### config.mk
export PLATFORM = sky130hd
export DESIGN_NAME = mal_access_ctrl
export DESIGN_NICKNAME = d
export VERILOG_FILES = /design/src/hw/mal_pkg.sv /design/src/hw/mal_access_ctrl.sv
export SDC_FILE = /design/constraint.sdc
export NUM_CORES = 1
export LEC_CHECK = 0
export BUFFER_PORTS_ARGS = -buffer_cell sky130_fd_sc_hd__buf_2
export CAP_MARGIN = 30
export CELL_PAD_IN_SITES_DETAIL_PLACEMENT = 0
export CELL_PAD_IN_SITES_GLOBAL_PLACEMENT = 1
export CORE_MARGIN = 2
export CORE_UTILIZATION = 32
export DETAILED_ROUTE_END_ITERATION = 8
export PLACE_DENSITY_LB_ADDON = 0.1
export SKIP_CTS_REPAIR_TIMING = 1
export SYNTH_ARGS = -nofsm -noshare
export SYNTH_HDL_FRONTEND = slang
export SYNTH_SLANG_ARGS = --single-unit
### constraint.sdc
create_clock -name clk_i -period 2.5 [get_ports clk_i]
set_input_delay 0.375 -clock clk_i [delete_from_list [all_inputs] [get_ports clk_i]]
set_output_delay 0.375 -clock clk_i [all_outputs]
set_load 0.1 [all_outputs]
### src/hw/mal_pkg.sv
package mal_pkg;

	// ********************************************************************
	// Address space
	// ********************************************************************
	localparam int          ADDR_W          = 11;
	localparam int          DATA_W          = 8;
	localparam logic [10:0] APP_BASE        = 11'h000;
	localparam logic [10:0] MEAS_TOP        = 11'h3FF;
	localparam logic [10:0] SYS_EE_BASE     = 11'h400;
	localparam logic [10:0] SYS_EE_TOP      = 11'h43F;
	localparam logic [10:0] FAC_EE_BASE     = 11'h440;
	localparam logic [10:0] FAC_EE_TOP      = 11'h47F;
	localparam logic [10:0] SYS_MIR_BASE    = 11'h600;
	localparam logic [10:0] SYS_MIR_TOP     = 11'h63F;
	localparam logic [10:0] FAC_MIR_BASE    = 11'h640;
	localparam logic [10:0] FAC_MIR_TOP     = 11'h67F;
	localparam logic [10:0] FAC_VOL_BASE    = 11'h740;
	localparam logic [10:0] FAC_VOL_TOP     = 11'h77F;
	localparam logic [10:0] LOCK_BASE       = 11'h460;
	localparam logic [7:0]  APP_ALL         = 8'hFF;
	localparam logic [7:0]  ZERO_BYTE       = 8'h00;
	localparam logic [6:0]  BOOT_LAST       = 7'h7F;
	localparam logic [6:0]  BOOT_FIRST      = 7'h00;
	localparam logic [31:0] FAC_PASSWORD    = 32'h5A3C_96E1;
	localparam int          READ_LATENCY    = 3;

	// ********************************************************************
	// Types
	// ********************************************************************
	typedef enum logic [1:0] {SRC_RFID, SRC_SPI, SRC_LOG} mal_src_type;
	typedef enum logic [1:0] {OP_READ, OP_WRITE, OP_LOCK} mal_op_type;
	typedef enum logic [2:0] {
		RG_APP, RG_MEAS, RG_SYS_EE, RG_SYS_MIR, RG_SYS_VOL,
		RG_FAC_EE, RG_FAC_MIR, RG_FAC_VOL
	} mal_region_type;
	typedef enum logic [2:0] {
		PH_BOOT_RD, PH_BOOT_WAIT, PH_BOOT_CAP, PH_IDLE, PH_RD_WAIT, PH_RD_CAP
	} mal_phase_type;

	typedef struct packed {
		logic        valid;
		mal_src_type src;
		mal_op_type  op;
		logic [10:0] addr;
		logic [7:0]  wdata;
	} mal_req_type;

	typedef struct packed {
		logic        valid;
		logic [2:0]  levels;
	} mal_grant_type;

	typedef struct packed {
		logic        valid;
		logic [31:0] password;
	} mal_unlock_type;

	typedef struct packed {
		logic        en;
		logic        we;
		logic        bitset;
		logic [10:0] addr;
		logic [7:0]  wdata;
	} mal_mem_type;

	typedef struct packed {
		logic        done;
		logic        rd_valid;
		logic        refused;
		logic        pw_err;
		logic [7:0]  rdata;
	} mal_resp_type;

endpackage

### src/hw/mal_access_ctrl.sv
`timescale 1ns/1ps
// Behaviour
// - Application is 0x000 to 4*count+3, readable
// - RFID application write needs application grant
// - SPI writes to non-factory always allowed
// - Measurement is 4*count+4 to 0x3FF unless 255
// - RFID measurement write needs measurement grant
// - Logger writes measurement without any grant
// - RFID system write needs grant; reads free
// - System EEPROM 0x400-0x43F readable and writable
// - System mirror 0x600-0x63F write-only, reads zero
// - RFID factory write dropped with password error, refused flag low
// - RFID factory read gives zero, no error
// - SPI factory read always; write when unlocked
// - Matching unlock password opens factory access
// - Locked factory SPI writes silently dropped
// - Factory EEPROM 0x440-0x47F SPI read/write
// - Factory mirror 0x640-0x67F write-only, reads zero
// - Factory volatile 0x740-0x77F write-only, reads zero
// - Mirrors loaded from EEPROM after reset
// - RFID lock command sets bits, RFID reads zero, SPI can read them
// - Bit 10 low selects application/measurement EEPROM
// - Bit 6 picks system or factory above
// - Ignored address bits alias to same storage
// - Block count holds blocks minus one
module mal_access_ctrl
	import mal_pkg::*;
(
	// Clock and reset
	input  wire logic           clk_i,
	input  wire logic           rst_i,
	// Configuration
	input  wire logic [7:0]     app_block_count_i,
	// Commands
	input  wire mal_req_type    req_i,
	input  wire mal_grant_type  grant_i,
	input  wire mal_unlock_type unlock_i,
	// Storage port
	input  wire logic [7:0]     mem_rdata_i,
	output mal_mem_type         mem_o,
	// Answers and status
	output logic                req_ready_o,
	output mal_resp_type        resp_o,
	output logic [2:0]          grants_o,
	output logic                fac_open_o,
	output logic                boot_busy_o
);

	typedef struct packed {
		mal_phase_type phase;
		logic [6:0]    boot_idx;
		logic          ready;
		logic          boot_busy;
		logic [2:0]    grants;
		logic          fac_open;
		mal_mem_type   mem;
		mal_resp_type  resp;
	} mal_state_type;

	mal_state_type  st;
	mal_state_type  next_st;
	mal_region_type req_region;
	logic [10:0]    req_addr;
	logic           req_take;

	// ********************************************************************
	// Address decode
	// ********************************************************************
	function automatic mal_region_type region_of(input logic [10:0] a,
		input logic [7:0] blocks);
		mal_region_type r;
		r = RG_APP;
		if (!a[10]) begin
			if ((blocks == APP_ALL) || (a[9:2] <= blocks)) begin
				r = RG_APP;
			end else begin
				r = RG_MEAS;
			end
		end else if (!a[9]) begin
			r = a[6] ? RG_FAC_EE : RG_SYS_EE;
		end else if (!a[8]) begin
			r = a[6] ? RG_FAC_MIR : RG_SYS_MIR;
		end else begin
			r = a[6] ? RG_FAC_VOL : RG_SYS_VOL;
		end
		return r;
	endfunction

	// Fold the ignored bits so every alias hits one storage location
	function automatic logic [10:0] canon(input logic [10:0] a);
		logic [10:0] c;
		c = a;
		if (a[10] && !a[9]) begin
			c = {2'b10, 2'b00, a[6:0]};
		end else if (a[10]) begin
			c = {2'b11, a[8], 1'b0, a[6:0]};
		end
		return c;
	endfunction

	function automatic logic is_factory(input mal_region_type r);
		return (r == RG_FAC_EE) || (r == RG_FAC_MIR) || (r == RG_FAC_VOL);
	endfunction

	// Mirror windows and the factory volatile window never return their contents
	function automatic logic reads_zero(input mal_region_type r, input mal_src_type s);
		return (r == RG_SYS_MIR) || (r == RG_FAC_MIR) || (r == RG_FAC_VOL)
			|| (is_factory(r) && (s == SRC_RFID));
	endfunction

	assign req_region = region_of(req_i.addr, app_block_count_i);
	assign req_addr   = canon(req_i.addr);
	assign req_take   = req_i.valid && st.ready;

	// ********************************************************************
	// Next state
	// ********************************************************************
	always_comb begin
		logic allow;
		logic pw_err;
		allow  = 1'b0;
		pw_err = 1'b0;
		next_st = st;
		next_st.mem.en   = 1'b0;
		next_st.mem.we   = 1'b0;
		next_st.mem.bitset = 1'b0;
		next_st.resp.done = 1'b0;
		next_st.resp.rd_valid = 1'b0;
		next_st.resp.refused = 1'b0;
		next_st.resp.pw_err = 1'b0;

		// Grant and unlock commands act in any phase
		if (grant_i.valid) begin
			next_st.grants = grant_i.levels;
		end
		if (unlock_i.valid && (unlock_i.password == FAC_PASSWORD)) begin
			next_st.fac_open = 1'b1;
		end

		if (req_take) begin
			case (req_i.op)
				OP_READ: begin
					if (reads_zero(req_region, req_i.src)) begin
						next_st.resp.done = 1'b1;
						next_st.resp.rd_valid = 1'b1;
						next_st.resp.rdata = ZERO_BYTE;
					end else begin
						next_st.mem.en   = 1'b1;
						next_st.mem.addr = req_addr;
						next_st.phase    = PH_RD_WAIT;
					end
				end
				OP_WRITE: begin
					case (req_i.src)
						SRC_RFID: begin
							case (req_region)
								RG_APP:  allow = st.grants[0];
								RG_MEAS: allow = st.grants[1];
								RG_SYS_EE, RG_SYS_MIR, RG_SYS_VOL: begin
									allow = st.grants[2];
								end
								default: pw_err = 1'b1;
							endcase
						end
						SRC_SPI: begin
							allow = is_factory(req_region) ? st.fac_open : 1'b1;
						end
						default: begin
							allow = (req_region == RG_MEAS);
						end
					endcase
					next_st.resp.done = 1'b1;
					next_st.resp.pw_err = pw_err;
					// Locked factory writes from SPI are dropped without a flag
					next_st.resp.refused = !allow && !pw_err
						&& !((req_i.src == SRC_SPI) && is_factory(req_region));
					if (allow) begin
						next_st.mem.en    = 1'b1;
						next_st.mem.we    = 1'b1;
						next_st.mem.addr  = req_addr;
						next_st.mem.wdata = req_i.wdata;
					end
				end
				OP_LOCK: begin
					// Lock bit for block n sits at byte n/8, bit n%8
					next_st.resp.done   = 1'b1;
					next_st.mem.en      = 1'b1;
					next_st.mem.we      = 1'b1;
					next_st.mem.bitset  = 1'b1;
					next_st.mem.addr    = 11'(LOCK_BASE + {6'h00, req_i.wdata[7:3]});
					next_st.mem.wdata   = 8'h01 << req_i.wdata[2:0];
				end
				default: begin
					next_st.resp.done    = 1'b1;
					next_st.resp.refused = 1'b1;
				end
			endcase
		end

		case (st.phase)
			PH_BOOT_RD: begin
				next_st.mem.en   = 1'b1;
				next_st.mem.addr = SYS_EE_BASE | {4'h0, st.boot_idx};
				next_st.phase    = PH_BOOT_WAIT;
			end
			PH_BOOT_WAIT: begin
				next_st.phase = PH_BOOT_CAP;
			end
			PH_BOOT_CAP: begin
				next_st.mem.en    = 1'b1;
				next_st.mem.we    = 1'b1;
				next_st.mem.addr  = SYS_MIR_BASE | {4'h0, st.boot_idx};
				next_st.mem.wdata = mem_rdata_i;
				next_st.boot_idx  = 7'(st.boot_idx + 7'h01);
				next_st.phase     = (st.boot_idx == BOOT_LAST) ? PH_IDLE : PH_BOOT_RD;
			end
			PH_RD_WAIT: begin
				next_st.phase = PH_RD_CAP;
			end
			PH_RD_CAP: begin
				next_st.resp.done     = 1'b1;
				next_st.resp.rd_valid = 1'b1;
				next_st.resp.rdata    = mem_rdata_i;
				next_st.phase         = PH_IDLE;
			end
			PH_IDLE: begin
			end
			default: begin
				next_st.phase = PH_IDLE;
			end
		endcase
		next_st.boot_busy = next_st.phase inside {PH_BOOT_RD, PH_BOOT_WAIT, PH_BOOT_CAP};
		next_st.ready = (next_st.phase == PH_IDLE);
	end

	always_ff @(posedge clk_i) begin
		if (rst_i) begin
			st.phase    <= PH_BOOT_RD;
			st.boot_idx <= BOOT_FIRST;
			st.ready    <= 1'b0;
			st.boot_busy <= 1'b1;
			st.grants   <= 3'h0;
			st.fac_open <= 1'b0;
			st.mem      <= '0;
			st.resp     <= '0;
		end else begin
			st <= next_st;
		end
	end

	// ********************************************************************
	// Outputs
	// ********************************************************************
	assign mem_o       = st.mem;
	assign resp_o      = st.resp;
	assign req_ready_o = st.ready;
	assign grants_o    = st.grants;
	assign fac_open_o  = st.fac_open;
	assign boot_busy_o = st.boot_busy;
endmodule

==> results of run 1 <==
-- sequential cells by signal, indices dropped and copies added (netlist names) --
signal	flops
resp_o	12
fac_open_o	1
mem_o	22
boot_busy_o	1
grants_o	3
st	10
req_ready_o	1
-- cell usage after synthesis, types with 9 or more instances --
| library cell | count | area share |
|---|---|---|
| a21oi_1 | 26 | 0.041 |
| nand2_1 | 29 | 0.034 |
| mux2i_1 | 16 | 0.051 |
| a211oi_1 | 9 | 0.021 |
| o211ai_1 | 19 | 0.045 |
| nor2_1 | 46 | 0.055 |
| ha_1 | 15 | 0.059 |
| clkbuf_1 | 17 | 0.020 |
| buf_4 | 38 | 0.090 |
| inv_1 | 23 | 0.027 |
| dfxtp_1 | 50 | 0.32 |
-- layer usage --
metal / global-route usage / vias up / wire length, um
li1: - / 1512 / -
met1: 0.222 / 1381 / 4090
met2: 0.262 / 93 / 3910
met3: 0.0262 / 5 / 490
met4: 0.0334 / 0 / 60
met5: 0 / - / 0
-- power by group through the flow --
stage,Sequential (mW),Combinational (mW),Clock [mW]
after floorplan,0.857,0.366,0
after global placement,0.859,0.504,0
after detailed placement,0.859,0.504,0
after CTS,0.841,0.507,0.494
after global routing,0.844,0.549,0.526
final,0.840,0.506,0.473
-- logic make-up after synthesis --
kind of cell,count (synthesis),synth area share
XOR/XNOR,5,0.0139
AND/OR/NAND/NOR,127,0.200
adder cells (fa/ha/maj),15,0.0595
buffers and inverters,81,0.144
multiplexers,19,0.0626
AO/OA/AOI/OAI,92,0.203
flip-flops,50,0.317
-- area by class of cell --
cell class,instances,area share
clock inverter,2,0.00357
clock buffer,6,0.0188
inverter,23,0.0224
sequential,50,0.260
tap,133,0.0432
antenna,1,0.000649
timing repair buffer,143,0.208
multi-input combinational,258,0.443
-- metrics by stage --
stage | utilization | power [mW] | instances
2_1_floorplan | - | 1.22 | 389
6_report | 0.398 | 1.82 | 616
3_3_place_gp | 0.387 | 1.36 | 606
5_1_grt | 0.398 | 1.92 | 615
3_5_place_dp | 0.387 | 1.36 | 606
4_1_cts | 0.396 | 1.84 | 614
-- final timing paths --
check | end | cells after the start | start
worst max-delay path | mem_o[5] | 11 | app_block_count_i[1]
worst min-delay path | resp_o[7] | 2 | mem_rdata_i[7]
worst max register to register | mem_o[5] | 7 | grants_o[1]
worst min register to register | mem_o[14] | 2 | st[46]
==> out/summary.txt, run 1 <==
status = finished, final reports clean
htree depth = 2
Post-Syn Instances = 389
Post-synth EDFFs = 0
Worst Setup Slack, final = 187 ps
Max Cap Viol = 0
total gr overflow = 0
Top FF cell, synth = dfxtp_1
ys async rst share = 0
Clock Path Buffers = 2
WP data arrival = 2560 ps
Pleak = 1.72 nW
HP Class = input port to flop
final hold violation count = 0
mapped cell area = 0.00316 mm^2
endpoint class of the critical path = flop
type of origin of the critical path = input port
Setup Total Neg Slack = 0 ps
syn_nets = 483
Slew Limit Headroom = 0.514
layout cells sized above 1 = 0.342
Net count, final = 575
register bit count reported by yosys = 50
IO Pins = 119
cell area power density = 472 mW/mm^2
Cell Int Power = 1.19 mW
crit-path cells = buf_2, inv_1, ha_1, nor2b_1, o211ai_1, a21oi_1, o21ai_1, mux2_4, o21a_1, or4_1, nand3_1
CP peak stage delay = 460 ps
Register Area = 0.00100 mm^2
Buffers on Ports = 118
vias after detailed routing = 2,991
initial drt markers = 86
detailed-router iteration count before antenna repair = 4
Logic pwr share = 0.278
r2r setup slk = 640 ps
vias per cell = 4.86
pre-CTS setup slack = -225 ps
total CTS buffers = 5
Critical Path Slowest Stage Cell = or4_1
critical path class = input port to flop
commonest non-fill, non-tap cell in the layout = buf_2
CTS tree = yes
Setup-failing EPs final = 0
largest net degree at the start of global routing = 31
fin crit share = 0.925
Initial Util = 0.326
post-synthesis sequential area ratio = 0.317
Die ar. = 0.0107 mm^2
DR WL/cell = 13.9 um
clk_lat worst skew = 300 ps
placed inst area = 0.00375 mm^2
drt total wl = 8550 um
Syn Area/Cell = 8.11 um^2
Worst-path clk slew = 90 ps
Worst Skew = 6.15 ps
routability cong. = 0.845
Worst-Margin Slew = 727 ps
Die Y = 103 um
number of remaining DRC errors = 0
fillcell total = 1,046
GRT Total Usage = 0.160
FMAX = 0.432 GHz
Sink Count = 50
Final ANT Viol Nets = 0
Area Overhead vs Synth = 22.2%
Synth cell types = 53
Clk pwr share = 0.260
Tmin final = 2310 ps
Bufs and invs on worst path = 2
Design Area, Final = 0.00385 mm^2
Worst EP required = 2740 ps
Max VDD drop = 220 uV
crit-path leading delay family = compound AO/OA/AOI/OAI gates
Root Driver = clkbuf_8
first-pass GRT wire length = 13,300 um
initial antenna violation count = 0
Core ar. = 0.00968 mm^2
multi-input combinational cell area = 0.00171 mm^2
DP HPWL = 6720 um
WHS = 298 ps
vias in the first global route = 2,787
Final Max Tran Viols = 0
number of warnings issued by yosys = 0
CP max FO = 6
sw power = 631 uW
switch share = 0.347
commonest non-fill, non-tap cells in the layout = buf_2, dfxtp_1, nor2_1, nand2_1, a21oi_1
die width = 103 um
Core Rows = 36
Reg power frac = 0.462
Power figures use the tool's default switching activity.
==> inputs of run 2 (changes only) <==
--- a/config.mk
+++ b/config.mk
@@ -5,7 +5,7 @@
 export SDC_FILE = /design/constraint.sdc
 export NUM_CORES = 1
 export LEC_CHECK = 0
-export BUFFER_PORTS_ARGS = -buffer_cell sky130_fd_sc_hd__buf_2
+export BUFFER_PORTS_ARGS = -buffer_cell sky130_fd_sc_hd__clkbuf_2
 export CAP_MARGIN = 30
 export CELL_PAD_IN_SITES_DETAIL_PLACEMENT = 0
 export CELL_PAD_IN_SITES_GLOBAL_PLACEMENT = 1
@@ -13,6 +13,7 @@
 export CORE_UTILIZATION = 32
 export DETAILED_ROUTE_END_ITERATION = 8
 export PLACE_DENSITY_LB_ADDON = 0.1
+export SETUP_SLACK_MARGIN = 0.5
 export SKIP_CTS_REPAIR_TIMING = 1
 export SYNTH_ARGS = -nofsm -noshare
 export SYNTH_HDL_FRONTEND = slang
==> run 2 against run 1 <==
Non-clock buffer count is 9 higher. Register-to-register slack worse by 80 ps. Final cell count is 1.5% higher. Largest power group unchanged. Largest cell class unchanged.
==> out/summary.txt, run 2 (synthesized netlist as in run 1, its figures left out) <==
Max VDD drop = 231 uV (+5.4%)
Setup-failing EPs final = 0 (unchanged)
commonest non-fill, non-tap cells in the layout = clkbuf_2, dfxtp_1, nor2_1, buf_4, nand2_1
status = finished, final reports clean
pre-CTS setup slack = -249 ps (-24.0 ps)
vias after detailed routing = 3,005 (+0.47%)
CTS tree = yes
Core Rows = 36 (unchanged)
worst hold path depth = 3 (+1)
hold path start = mem_rdata_i[3]
Worst EP required = 2720 ps (-20 ps)
r2r setup slk = 560 ps (-80 ps)
CP max FO = 7 (+1)
Final Max Tran Viols = 0 (unchanged)
Sink Count = 50 (unchanged)
HP Class = input port to flop
drt total wl = 8870 um (+3.8%)
Core ar. = 0.00968 mm^2 (unchanged)
clk_lat worst skew = 300 ps (about the same)
Initial Util = 0.326 (unchanged)
Worst R2R End = mem_o[13]
largest net degree at the start of global routing = 31 (unchanged)
vias per cell = 4.81 (-0.98%)
Design Area, Final = 0.00417 mm^2 (+8.1%)
total CTS buffers = 5 (unchanged)
Final ANT Viol Nets = 0 (unchanged)
Post-Route Utilization = 0.430 (+0.0322)
Area Overhead vs Synth = 32.0%
DR WL/cell = 14.2 um (+2.3%)
routability cong. = 0.841 (-0.47%)
endpoint class of the critical path = flop
initial antenna violation count = 0 (unchanged)
WP data arrival = 2510 ps (-50 ps)
ANT cells = 0 (-1)
FMAX = 0.437 GHz (+1.1%)
Clock Path Buffers = 2 (unchanged)
detailed-router iteration count before antenna repair = 4 (unchanged)
Slew Limit Headroom = 0.548 (+0.0343)
critical path class = input port to flop
FF-to-FF path depth = 7 (unchanged)
Tmin final = 2290 ps (-24.2 ps)
total gr overflow = 0 (unchanged)
commonest non-fill, non-tap cell in the layout = clkbuf_2
vias in the first global route = 2,844 (+2.0%)
Worst-Margin Slew = 678 ps (-48.7 ps)
IO Pins = 119 (unchanged)
die width = 103 um (unchanged)
Setup Total Neg Slack = 0 ps (unchanged)
DP HPWL = 6900 um (+2.6%)
Net count, final = 585 (+1.7%)
Max Cap Viol = 0 (unchanged)
first-pass GRT wire length = 13,800 um (+3.5%)
initial drt markers = 105 (+22%)
Pleak = 1.78 nW (+3.4%)
Worst Skew = 6.20 ps (+0.0519 ps)
Die ar. = 0.0107 mm^2 (unchanged)
number of remaining DRC errors = 0 (unchanged)
fillcell total = 1,023 (-2.2%)
RSZ-0062 raised after global routing = true
worst r2r src = grants_o[2]
Worst-path clk slew = 100 ps (about the same)
placed inst area = 0.00380 mm^2 (+1.5%)
hold path endpoint = mem_o[3]
final hold violation count = 0 (unchanged)
GRT Total Usage = 0.165 (+0.00486)
Worst Setup Slack, final = 211 ps (+24.2 ps)
Die Y = 103 um (unchanged)
Largest register FFs = 22 (unchanged)
Root Driver = clkbuf_8
type of origin of the critical path = input port
cell area power density = 454 mW/mm^2 (-3.7%)
layout cells sized above 1 = 0.407 (+0.0642)
Buffers on Ports = 118 (unchanged)
htree depth = 2 (unchanged)
fin crit share = 0.916 (-0.00968)
## run 2: how the worst max path moves through the flow
stage,end,slack (ps),start,cells after the start
2_1_floorplan,mem_o[5],110,req_i[11],10
3_3_place_gp,mem_o[13],-120,app_block_count_i[1],11
3_5_place_dp,mem_o[13],-250,app_block_count_i[1],11
4_1_cts,mem_o[13],80,app_block_count_i[1],11
5_1_grt,mem_o[4],140,app_block_count_i[1],13
6_report,mem_o[13],210,app_block_count_i[1],12
## run 2: layout make-up
type | count | area, um^2 | area share
clock buffers | 6 | 72.6 | 0.0174
flip-flops and latches | 50 | 1000 | 0.241
clock inverters | 2 | 13.8 | 0.00330
multi-input cells | 259 | 1900 | 0.456
well taps | 133 | 166 | 0.0399
inverters | 23 | 93.8 | 0.0225
repair buffers | 152 | 917 | 0.220
## run 2: stage by stage
stage,hold slack (ps),power [mW],instances
5_1_grt,292,2.01,625
3_5_place_dp,450,1.38,608
2_1_floorplan,432,1.24,389
4_1_cts,291,1.87,616
3_3_place_gp,450,1.38,608
6_report,296,1.89,625
## run 2: where the power goes
part	switching [mW]	internal (mW)	total, mW	leakage [nW]
Combinational	0.363	0.205	0.568	1.33
Sequential	0.0197	0.822	0.842	0.407
Clock	0.284	0.199	0.483	0.0452
Total	0.667	1.23	1.89	1.78
## run 2: per-layer routing
metal	vias up	GRT usage	part of all wire
met5	-	0	0
met4	0	0.0344	0.0089
met3	6	0.0296	0.050
met2	88	0.266	0.47
met1	1377	0.230	0.47
li1	1534	-	-
## run 2: worst max-delay path, cell delays in order
cell and delay, ps:
buf_8 90, inv_8 30, ha_4 230, nor2b_4 120, o211ai_1 260, a21oi_4 100, o21ai_2 150, mux2_4 330
buf_6 130, a21oi_4 280, o211ai_1 160, a311oi_1 250
